`config.mk`:
```
export PLATFORM = sky130hd
export DESIGN_NAME = glm_load_mgmt
export DESIGN_NICKNAME = d
export VERILOG_FILES = /design/src/glm_pkg.sv /design/src/glm_timer.sv /design/src/glm_load_mgmt.sv
export SDC_FILE = /design/constraint.sdc
export NUM_CORES = 1
export LEC_CHECK = 0
export ABC_AREA = 1
export BUFFER_PORTS_ARGS = -buffer_cell sky130_fd_sc_hd__buf_2
export CORE_MARGIN = 1.5
export CORE_UTILIZATION = 29
export CTS_CLUSTER_DIAMETER = 100
export DETAILED_ROUTE_END_ITERATION = 16
export PLACE_DENSITY = 0.41
export SYNTH_ARGS = -nofsm -noshare
export SYNTH_HDL_FRONTEND = slang
export SYNTH_HIERARCHICAL = 1
export SYNTH_SLANG_ARGS = --single-unit
```
`constraint.sdc`:
```
create_clock -name clk -period 5.57 [get_ports clk]
set_clock_uncertainty 0.05 [all_clocks]
set_input_delay 1.671 -clock clk [delete_from_list [all_inputs] [get_ports clk]]
set_output_delay 1.671 -clock clk [all_outputs]
set_load 0.01 [all_outputs]
```
`src/glm_pkg.sv`:
```
// Purpose: shared constants for genset load management
// Assumes: 200 MHz clk, timers counted in milliseconds
// Notes:   register map is a plain address/strobe port
package glm_pkg;
    localparam int          CLK_HZ        = 200_000_000;
    localparam int          MS_TICKS      = CLK_HZ / 1000;
    localparam int          PULSE_MS      = 250;
    localparam int          PWR_W         = 16;
    localparam int          TMR_W         = 16;
    localparam int          NSTEP         = 5;
    localparam int          NOUT          = 4;
    localparam logic [3:0]  A_SHED_LO     = 4'h0;
    localparam logic [3:0]  A_SHED_HI     = 4'h1;
    localparam logic [3:0]  A_SAME_GUARD  = 4'h2;
    localparam logic [3:0]  A_CROSS_GUARD = 4'h3;
    localparam logic [3:0]  A_STEP_ADD_LV = 4'h4;
    localparam logic [3:0]  A_STEP_SUB_LV = 4'h5;
    localparam logic [3:0]  A_ADD_START   = 4'h6;
    localparam logic [3:0]  A_ADD_WAIT    = 4'h7;
    localparam logic [3:0]  A_SUB_START   = 4'h8;
    localparam logic [3:0]  A_SUB_WAIT    = 4'h9;
    localparam logic [3:0]  A_ROUTE       = 4'hA;
    localparam logic [3:0]  A_STATUS      = 4'hB;
    localparam logic [31:0] UNMAPPED_VAL  = 32'h0000_0000;
    localparam logic [2:0]  RT_OFF        = 3'h0;
    localparam logic [2:0]  RT_SHED       = 3'h1;
    localparam logic [2:0]  RT_DUMMY      = 3'h2;
    localparam logic [2:0]  RT_ADD        = 3'h3;
    localparam logic [2:0]  RT_SUB        = 3'h4;
endpackage : glm_pkg

```
`src/glm_timer.sv`:
```
// Purpose: millisecond down-counter with load and done flag
// Assumes: msTick is a one-cycle enable every millisecond
// Notes:   done reads the count only; a load shows one cycle later
`timescale 1ns/100ps
`default_nettype none
module glm_timer import glm_pkg::*; #(
    parameter int W = TMR_W
) (
    input  wire logic         clk,    // system clock
    input  wire logic         rst_n,  // async reset, low
    input  wire logic         msTick, // 1 ms enable
    input  wire logic         load,   // start timing
    input  wire logic [W-1:0] ms,     // duration in ms
    output logic              done    // time elapsed
);
    typedef struct packed {
        logic [W-1:0] cnt;
    } glm_tmr_t;
    glm_tmr_t st_r, st_nxt;

    always_comb begin
        st_nxt = st_r;
        if (load) begin
            st_nxt.cnt = ms;
        end else if (msTick && st_r.cnt != '0) begin
            st_nxt.cnt = st_r.cnt - 1'b1;
        end
    end

    always_ff @(posedge clk or negedge rst_n) begin
        if (!rst_n) begin
            st_r <= '0;
        end else begin
            st_r <= st_nxt;
        end
    end

    // load kept out of done: callers load on done, which would loop back
    assign done = (st_r.cnt == '0);
endmodule // glm_timer
`default_nettype wire

```
`src/glm_load_mgmt.sv`:
```
// Purpose: threshold-and-timer load management for a genset controller
// Assumes: power samples are signed and arrive with a valid strobe
// Notes:   all times are programmed in milliseconds
// Operation
// - shedding output sets when power exceeds shedding high limit
// - shedding clears below low limit, holds state between limits
// - shedding comparison always runs out of reset, no enable
// - dummy-load output is the inverse of shedding
// - each digital output can route shedding, add or subtract
// - add output on below low limit, off above it
// - subtract output on above high limit, off below it
// - same-direction guard spaces two adds or two subtracts
// - cross-direction guard spaces an add and a subtract
// - add held off until cross guard ends, then only if still low
// - five steps, added from one, removed from highest connected
// - step add after power stays below add level for start delay
// - step remove after power stays above sub level for start delay
// - step adds spaced by add wait, condition rechecked after both
// - step subtracts spaced by subtract wait, condition rechecked after both
// - step outputs are single fixed 250 ms pulses
// - with wait elapsed, subtract fires right after start delay
`timescale 1ns/100ps
`default_nettype none
module glm_load_mgmt import glm_pkg::*; #(
    parameter int MS_CYC = MS_TICKS,  // cycles per millisecond
    parameter int PLS_MS = PULSE_MS   // step pulse width in ms
) (
    input  wire logic                    clk,       // system clock
    input  wire logic                    rst_n,     // async reset, low
    input  wire logic signed [PWR_W-1:0] pwrSample, // genset power
    input  wire logic                    pwrValid,  // sample strobe
    input  wire logic [3:0]              regAddr,   // register address
    input  wire logic [31:0]             regWdata,  // write data
    input  wire logic                    regWr,     // write strobe
    input  wire logic                    regRd,     // read strobe
    output logic [31:0]                  regRdata,  // read data
    output logic                         shedOut,   // shedding level
    output logic                         dummyOut,  // dummy-load level
    output logic                         addOut,    // load add level
    output logic                         subOut,    // load subtract level
    output logic [NSTEP-1:0]             stepAdd,   // step add pulses
    output logic [NSTEP-1:0]             stepSub,   // step subtract pulses
    output logic [NOUT-1:0]              digOut     // routed outputs
);
    localparam int DIV_W = $clog2(MS_CYC);
    typedef enum logic [2:0] {
        SQ_IDLE = 3'b001,
        SQ_ADD  = 3'b010,
        SQ_SUB  = 3'b100
    } glm_sq_t;

    typedef struct packed {
        logic signed [PWR_W-1:0] shedLo;
        logic signed [PWR_W-1:0] shedHi;
        logic [TMR_W-1:0]        sameG;
        logic [TMR_W-1:0]        crossG;
        logic signed [PWR_W-1:0] addLv;
        logic signed [PWR_W-1:0] subLv;
        logic [TMR_W-1:0]        addStart;
        logic [TMR_W-1:0]        addWait;
        logic [TMR_W-1:0]        subStart;
        logic [TMR_W-1:0]        subWait;
        logic [3*NOUT-1:0]       route;
        logic                    below;
        logic                    above;
        logic                    addBelow;
        logic                    subAbove;
        logic                    shed;
        logic                    add;
        logic                    sub;
        logic [NSTEP-1:0]        conn;
        glm_sq_t                 sq;
        logic [NSTEP-1:0]        pAdd;
        logic [NSTEP-1:0]        pSub;
        logic [31:0]             rdata;
        logic [NOUT-1:0]         dout;
        logic [DIV_W-1:0]        div;
        logic                    tick;
    } glm_st_t;

    glm_st_t st_r, st_nxt;

    // timer controls
    logic addSameLd, subSameLd, crossLd, pulseLd;
    logic aStLd, aWtLd, sStLd, sWtLd;
    logic addSameDn, subSameDn, crossDn, pulseDn;
    logic aStDn, aWtDn, sStDn, sWtDn;
    logic [NOUT*3-1:0] rt;
    logic [NOUT-1:0]   dout_nxt;

    glm_timer u_addSame (.clk(clk), .rst_n(rst_n), .msTick(st_r.tick),
        .load(addSameLd), .ms(st_r.sameG), .done(addSameDn));
    glm_timer u_subSame (.clk(clk), .rst_n(rst_n), .msTick(st_r.tick),
        .load(subSameLd), .ms(st_r.sameG), .done(subSameDn));
    glm_timer u_cross (.clk(clk), .rst_n(rst_n), .msTick(st_r.tick),
        .load(crossLd), .ms(st_r.crossG), .done(crossDn));
    // one extra ms: the first tick may land right after the load
    glm_timer u_pulse (.clk(clk), .rst_n(rst_n), .msTick(st_r.tick),
        .load(pulseLd), .ms(TMR_W'(PLS_MS + 1)), .done(pulseDn));
    glm_timer u_aStart (.clk(clk), .rst_n(rst_n), .msTick(st_r.tick),
        .load(aStLd), .ms(st_r.addStart), .done(aStDn));
    glm_timer u_aWait (.clk(clk), .rst_n(rst_n), .msTick(st_r.tick),
        .load(aWtLd), .ms(st_r.addWait), .done(aWtDn));
    glm_timer u_sStart (.clk(clk), .rst_n(rst_n), .msTick(st_r.tick),
        .load(sStLd), .ms(st_r.subStart), .done(sStDn));
    glm_timer u_sWait (.clk(clk), .rst_n(rst_n), .msTick(st_r.tick),
        .load(sWtLd), .ms(st_r.subWait), .done(sWtDn));

    // one-hot mask of the highest connected step, used for removal order
    function automatic logic [NSTEP-1:0] topOne(input logic [NSTEP-1:0] c);
        logic [NSTEP-1:0] r;
        r = '0;
        for (int i = 0; i < NSTEP; i++) begin
            if (c[i]) begin
                r = '0;
                r[i] = 1'b1;
            end
        end
        return r;
    endfunction

    logic addGo, subGo, stepAddGo, stepSubGo;

    always_comb begin
        st_nxt = st_r;
        addSameLd = 1'b0;
        subSameLd = 1'b0;
        crossLd   = 1'b0;
        pulseLd   = 1'b0;
        aStLd     = 1'b0;
        aWtLd     = 1'b0;
        sStLd     = 1'b0;
        sWtLd     = 1'b0;
        // millisecond enable divider
        st_nxt.tick = 1'b0;
        if (st_r.div == DIV_W'(MS_CYC - 1)) begin
            st_nxt.div  = '0;
            st_nxt.tick = 1'b1;
        end else begin
            st_nxt.div = st_r.div + 1'b1;
        end
        // comparisons refresh on each sample
        if (pwrValid) begin
            st_nxt.above    = pwrSample > st_r.shedHi;
            st_nxt.below    = pwrSample < st_r.shedLo;
            st_nxt.addBelow = pwrSample < st_r.addLv;
            st_nxt.subAbove = pwrSample > st_r.subLv;
        end
        // hysteretic shedding, never gated
        // set wins if the limits overlap, so shedding errs toward safety
        if (st_r.above) begin
            st_nxt.shed = 1'b1;
        end else if (st_r.below) begin
            st_nxt.shed = 1'b0;
        end
        // level add/subtract with guards
        addGo = st_r.below && !st_r.add && addSameDn && crossDn;
        subGo = st_r.above && !st_r.sub && subSameDn && crossDn;
        if (st_r.add && !st_r.below) begin
            st_nxt.add = 1'b0;
        end else if (addGo) begin
            st_nxt.add = 1'b1;
            addSameLd  = 1'b1;
            crossLd    = 1'b1;
        end
        if (st_r.sub && !st_r.above) begin
            st_nxt.sub = 1'b0;
        end else if (subGo && !addGo) begin
            st_nxt.sub = 1'b1;
            subSameLd  = 1'b1;
            crossLd    = 1'b1;
        end
        // start timers restart whenever their condition is broken
        if (!st_r.addBelow) begin
            aStLd = 1'b1;
        end
        if (!st_r.subAbove) begin
            sStLd = 1'b1;
        end
        stepAddGo = st_r.addBelow && aStDn && aWtDn
                    && !(&st_r.conn);
        stepSubGo = st_r.subAbove && sStDn && sWtDn
                    && (|st_r.conn);
        unique case (st_r.sq)
            SQ_IDLE: begin
                if (stepAddGo) begin
                    // lowest free step goes in first
                    st_nxt.pAdd = ~st_r.conn & (st_r.conn + 1'b1);
                    st_nxt.conn = st_r.conn | st_nxt.pAdd;
                    st_nxt.sq   = SQ_ADD;
                    pulseLd     = 1'b1;
                    aWtLd       = 1'b1;
                    aStLd       = 1'b1;
                end else if (stepSubGo) begin
                    st_nxt.pSub = topOne(st_r.conn);
                    st_nxt.conn = st_r.conn & ~st_nxt.pSub;
                    st_nxt.sq   = SQ_SUB;
                    pulseLd     = 1'b1;
                    sWtLd       = 1'b1;
                    sStLd       = 1'b1;
                end
            end
            SQ_ADD, SQ_SUB: begin
                if (pulseDn) begin
                    st_nxt.pAdd = '0;
                    st_nxt.pSub = '0;
                    st_nxt.sq   = SQ_IDLE;
                end
            end
            default: begin
                st_nxt.sq   = SQ_IDLE;
                st_nxt.pAdd = '0;
                st_nxt.pSub = '0;
            end
        endcase
        st_nxt.dout = dout_nxt;
        // register port
        if (regWr) begin
            unique case (regAddr)
                A_SHED_LO:     st_nxt.shedLo   = regWdata[PWR_W-1:0];
                A_SHED_HI:     st_nxt.shedHi   = regWdata[PWR_W-1:0];
                A_SAME_GUARD:  st_nxt.sameG    = regWdata[TMR_W-1:0];
                A_CROSS_GUARD: st_nxt.crossG   = regWdata[TMR_W-1:0];
                A_STEP_ADD_LV: st_nxt.addLv    = regWdata[PWR_W-1:0];
                A_STEP_SUB_LV: st_nxt.subLv    = regWdata[PWR_W-1:0];
                A_ADD_START:   st_nxt.addStart = regWdata[TMR_W-1:0];
                A_ADD_WAIT:    st_nxt.addWait  = regWdata[TMR_W-1:0];
                A_SUB_START:   st_nxt.subStart = regWdata[TMR_W-1:0];
                A_SUB_WAIT:    st_nxt.subWait  = regWdata[TMR_W-1:0];
                A_ROUTE:       st_nxt.route    = regWdata[3*NOUT-1:0];
                default: ;
            endcase
        end
        st_nxt.rdata = '0;
        if (regRd) begin
            unique case (regAddr)
                A_SHED_LO:     st_nxt.rdata = 32'(st_r.shedLo);
                A_SHED_HI:     st_nxt.rdata = 32'(st_r.shedHi);
                A_SAME_GUARD:  st_nxt.rdata = 32'(st_r.sameG);
                A_CROSS_GUARD: st_nxt.rdata = 32'(st_r.crossG);
                A_STEP_ADD_LV: st_nxt.rdata = 32'(st_r.addLv);
                A_STEP_SUB_LV: st_nxt.rdata = 32'(st_r.subLv);
                A_ADD_START:   st_nxt.rdata = 32'(st_r.addStart);
                A_ADD_WAIT:    st_nxt.rdata = 32'(st_r.addWait);
                A_SUB_START:   st_nxt.rdata = 32'(st_r.subStart);
                A_SUB_WAIT:    st_nxt.rdata = 32'(st_r.subWait);
                A_ROUTE:       st_nxt.rdata = 32'(st_r.route);
                A_STATUS:      st_nxt.rdata = 32'({st_r.conn, st_r.sub,
                                   st_r.add, st_r.shed});
                default:       st_nxt.rdata = UNMAPPED_VAL;
            endcase
        end
    end

    // routed digital outputs, one selector per output
    assign rt = st_r.route;
    for (genvar g = 0; g < NOUT; g++) begin : g_route
        always_comb begin
            unique case (rt[3*g +: 3])
                RT_SHED:  dout_nxt[g] = st_r.shed;
                RT_DUMMY: dout_nxt[g] = !st_r.shed;
                RT_ADD:   dout_nxt[g] = st_r.add;
                RT_SUB:   dout_nxt[g] = st_r.sub;
                default:  dout_nxt[g] = 1'b0;
            endcase
        end
    end

    always_ff @(posedge clk or negedge rst_n) begin
        if (!rst_n) begin
            st_r       <= '0;
            st_r.sq    <= SQ_IDLE;
            st_r.shedLo <= '0;
        end else begin
            st_r <= st_nxt;
        end
    end

    assign regRdata = st_r.rdata;
    assign shedOut  = st_r.shed;
    assign dummyOut = !st_r.shed;
    assign addOut   = st_r.add;
    assign subOut   = st_r.sub;
    assign stepAdd  = st_r.pAdd;
    assign stepSub  = st_r.pSub;
    assign digOut   = st_r.dout;
endmodule // glm_load_mgmt
`default_nettype wire

```
==> results.json <==
{
  "status": "finished clean",
  "hp-class": "register to register",
  "relSlewSlack": 0.288,
  "layout_min_cycle_time_ns": 4.20,
  "crit_path_start": "u_aStart/st_r[0]",
  "fin_crit_sh": 0.754,
  "r2r-start": "u_aStart/st_r[0]",
  "start_util": 0.293,
  "nFillCells": 8241,
  "hold_viol_final": 0,
  "fin_nets": 3075,
  "htreeDepth": 2,
  "crit_path_start_kind": "register",
  "clk_path_buf_depth": 3,
  "ys_seq_area_frac": 0.402,
  "cp_slowest_stage_delay_ns": 0.55,
  "cts_made_buffers": 48,
  "cp_max_fo": 22,
  "fin_tns_setup_ns": 0,
  "multiInputGateArea_um2": 11600,
  "yosys_warnings": 6,
  "drtIter0Drc": 1511,
  "wl_per_cell_um": 18.4,
  "synth_seq_cells": 365,
  "synth-edff-count": 0,
  "rsz0062_at_grt": "no",
  "finalSetupViolCount": 0,
  "root_buffer": "clkbuf_16",
  "synthCells": 2925,
  "p_per_area_nw_per_um2": 456,
  "io-pin-count": 107,
  "post_cts_resized": 0,
  "synth_area_um2": 22700,
  "async_reset_ff_frac": 1.00,
  "ff_latch_area_um2": 9140,
  "drt_first_pass_iters": 6,
  "final_core_util": 0.327,
  "fp.dieW_um": 283,
  "routed_wl_um": 74100,
  "num_vias": 19200,
  "tightest_slew_ns": 1.06,
  "crit_type": "register to register",
  "clock_sinks": 365,
  "worstPathArrival_ns": 4.62,
  "cp-end-kind": "register",
  "clk_pin_slew_ns": 0.06,
  "grt_max_degree": 101,
  "total_power_w": 0.0116,
  "grt-ovfl-total": 0,
  "clock.fmax_mhz": 238,
  "synth_flop_cell": "dfrtp_1",
  "postCtsSetupBuffers": 0,
  "path_cells": "inv_1 > ha_1 > inv_1 > nor2_2 > nand3_1 > nor2_2 > nand2_1 > nor4_2 > nand3_1 > a21oi_1 > nand2_2 > nand2_2 > inv_1 > or2_2 > nand3_1 > nand2_1",
  "globalplace.congestion": 0.840,
  "cp.required_ns": 5.99,
  "row_count": 102,
  "grt_usage": 0.187,
  "yosysUniqueCellTypes": 54,
  "grt_first_pass_wirelength_um": 114000,
  "dp.cells": 3937,
  "die_h_um": 283,
  "tritoncts": "done",
  "area_growth_pct": 11.6,
  "detailed_place_hpwl_um": 53800,
  "via_per_inst": 4.78,
  "coreArea_um2": 77500,
  "clkLatencyLatePin_ns": 0.59,
  "crit_slowest_cell": "inv_1",
  "fin_area_um2": 25400,
  "post_dp_cell_area_um2": 23800,
  "final_cells": 4023,
  "antenna_found_initial": 3,
  "detail-route-antenna-nets": 0,
  "maxCapViolCount": 0,
  "drv_slew": 0,
  "drive_gt1_frac": 0.171,
  "dieArea_um2": 80000,
  "min_from": "stepSub[0]",
  "port_buffers": 90,
  "irDropWorstVdd_mv": 0.209,
  "ctsHoldBuffers": 0,
  "grt_pass1_vias": 18500,
  "p_leak_nw": 12.6,
  "drc_errors": 0,
  "syn_avg_cell_area_um2": 7.77
}
worst paths after layout:
| check | slack, ns | endpoint | cells after the start |
|---|---|---|---|
| max in group asynchronous | 3.43 | st_r[224] | 2 |
| setup reg to reg | 1.37 | u_pulse/st_r[12] | 16 |
| hold / removal | 0.43 | stepSub[0] | 2 |
| setup / recovery | 1.37 | u_pulse/st_r[12] | 16 |
| min in group asynchronous | 0.99 | u_pulse/st_r[10] | 1 |
| hold reg to reg | 0.43 | stepSub[0] | 2 |
cell usage in the layout, fill, tap and decap left out, drive strengths merged, types with 12 or more instances in the layout:
| cell type | count |
|---|---|
| nand4 | 33 |
| dfrtp | 364 |
| a22o | 12 |
| clkinv | 12 |
| buf | 102 |
| nor3 | 22 |
| ha | 71 |
| xnor2 | 17 |
| nand3 | 272 |
| nand2 | 878 |
| conb | 16 |
| inv | 301 |
| o22ai | 37 |
| a21oi | 73 |
| nand3b | 15 |
| o21ai | 268 |
| xor2 | 31 |
| clkbuf | 67 |
| nor2 | 300 |
| a211oi | 17 |
| or2 | 23 |
layer usage:
layer  GRT usage  wire length (µm)  up-vias
li1            -                 -     9463
met1       0.287             38300     9299
met2       0.277             31400      384
met3      0.0220              3050       78
met4      0.0424              1340        0
met5           0                 0        -
Yosys cell counts (6+ instances only):
cell type / instances / area share
nand2_1: 815 / 0.13
dfrtp_1: 364 / 0.40
inv_1: 278 / 0.046
nor2_1: 216 / 0.036
o21ai_0: 204 / 0.045
nand3_1: 166 / 0.037
nand3_2: 103 / 0.045
ha_1: 71 / 0.039
a21oi_1: 69 / 0.015
o21ai_1: 58 / 0.013
clkbuf_1: 55 / 0.0091
nor2_2: 55 / 0.015
buf_4: 48 / 0.016
nand2_2: 37 / 0.010
o22ai_1: 37 / 0.010
nand4_1: 33 / 0.0091
xor2_1: 31 / 0.012
nor2_4: 29 / 0.014
buf_2: 24 / 0.0053
inv_2: 23 / 0.0038
or2_2: 22 / 0.0061
nand2_4: 21 / 0.010
nor3_1: 20 / 0.0044
a211oi_1: 17 / 0.0056
nand3b_1: 15 / 0.0050
a22o_1: 12 / 0.0046
xnor2_1: 12 / 0.0046
nor4_2: 9 / 0.0050
a21o_1: 8 / 0.0026
o21bai_1: 8 / 0.0026
buf_12: 6 / 0.0053
clkbuf_4: 6 / 0.0020
o21ai_2: 6 / 0.0023
power by group:
part           switching, W  leakage [nW]  internal (W)
logic               0.00266          7.12       0.00163
registers          0.000810          4.69       0.00330
clock network       0.00124         0.801       0.00194
total               0.00471          12.6       0.00687
cell families after synthesis:
group | share of synthesized area
AOI/OAI and AO/OA | 0.107
xor gates and xnor gates | 0.0202
adders and majority gates | 0.0391
buffers and inverters | 0.0897
DFF | 0.402
other | 0.000331
and+or+nand+nor | 0.342
sequential cells by signal, summed over array words and instances (netlist names):
signal          count
stepSub             5
digOut              4
regRdata           17
u_sWait/st_r       16
u_addSame/st_r     16
st_r              191
u_sStart/st_r      16
u_pulse/st_r       16
u_aStart/st_r      16
stepAdd             5
u_aWait/st_r       16
addOut              1
shedOut             1
rt                 12
u_cross/st_r       16
u_subSame/st_r     16
subOut              1
worst max-delay path, delay by kind of cell (launching register included):
kind	cells	cell delay, ns
flops	1	0.38
compound gates	1	0.27
fa+ha+maj	1	0.25
buf+inv	3	0.74
simple gates	11	2.39
cell type report:
| class | count | area share |
|---|---|---|
| multi-input cells | 2129 | 0.457 |
| flip-flops and latches | 365 | 0.360 |
| clock buffers | 67 | 0.0558 |
| well taps | 1040 | 0.0513 |
| inverters | 301 | 0.0446 |
| repair buffers | 102 | 0.0232 |
| clock inverters | 17 | 0.00740 |
| diodes | 2 | 0.000197 |
per-stage QoR:
step | setup slack, ns | hold WS [ns]
after CTS | 1.24 | 0.437
after global routing | 0.881 | 0.455
after global placement | 1.32 | 0.414
final | 1.37 | 0.429
after floorplan | 2.77 | 0.403
after detailed placement | 1.25 | 0.423
No activity file was read; power rests on OpenSTA's default activity.
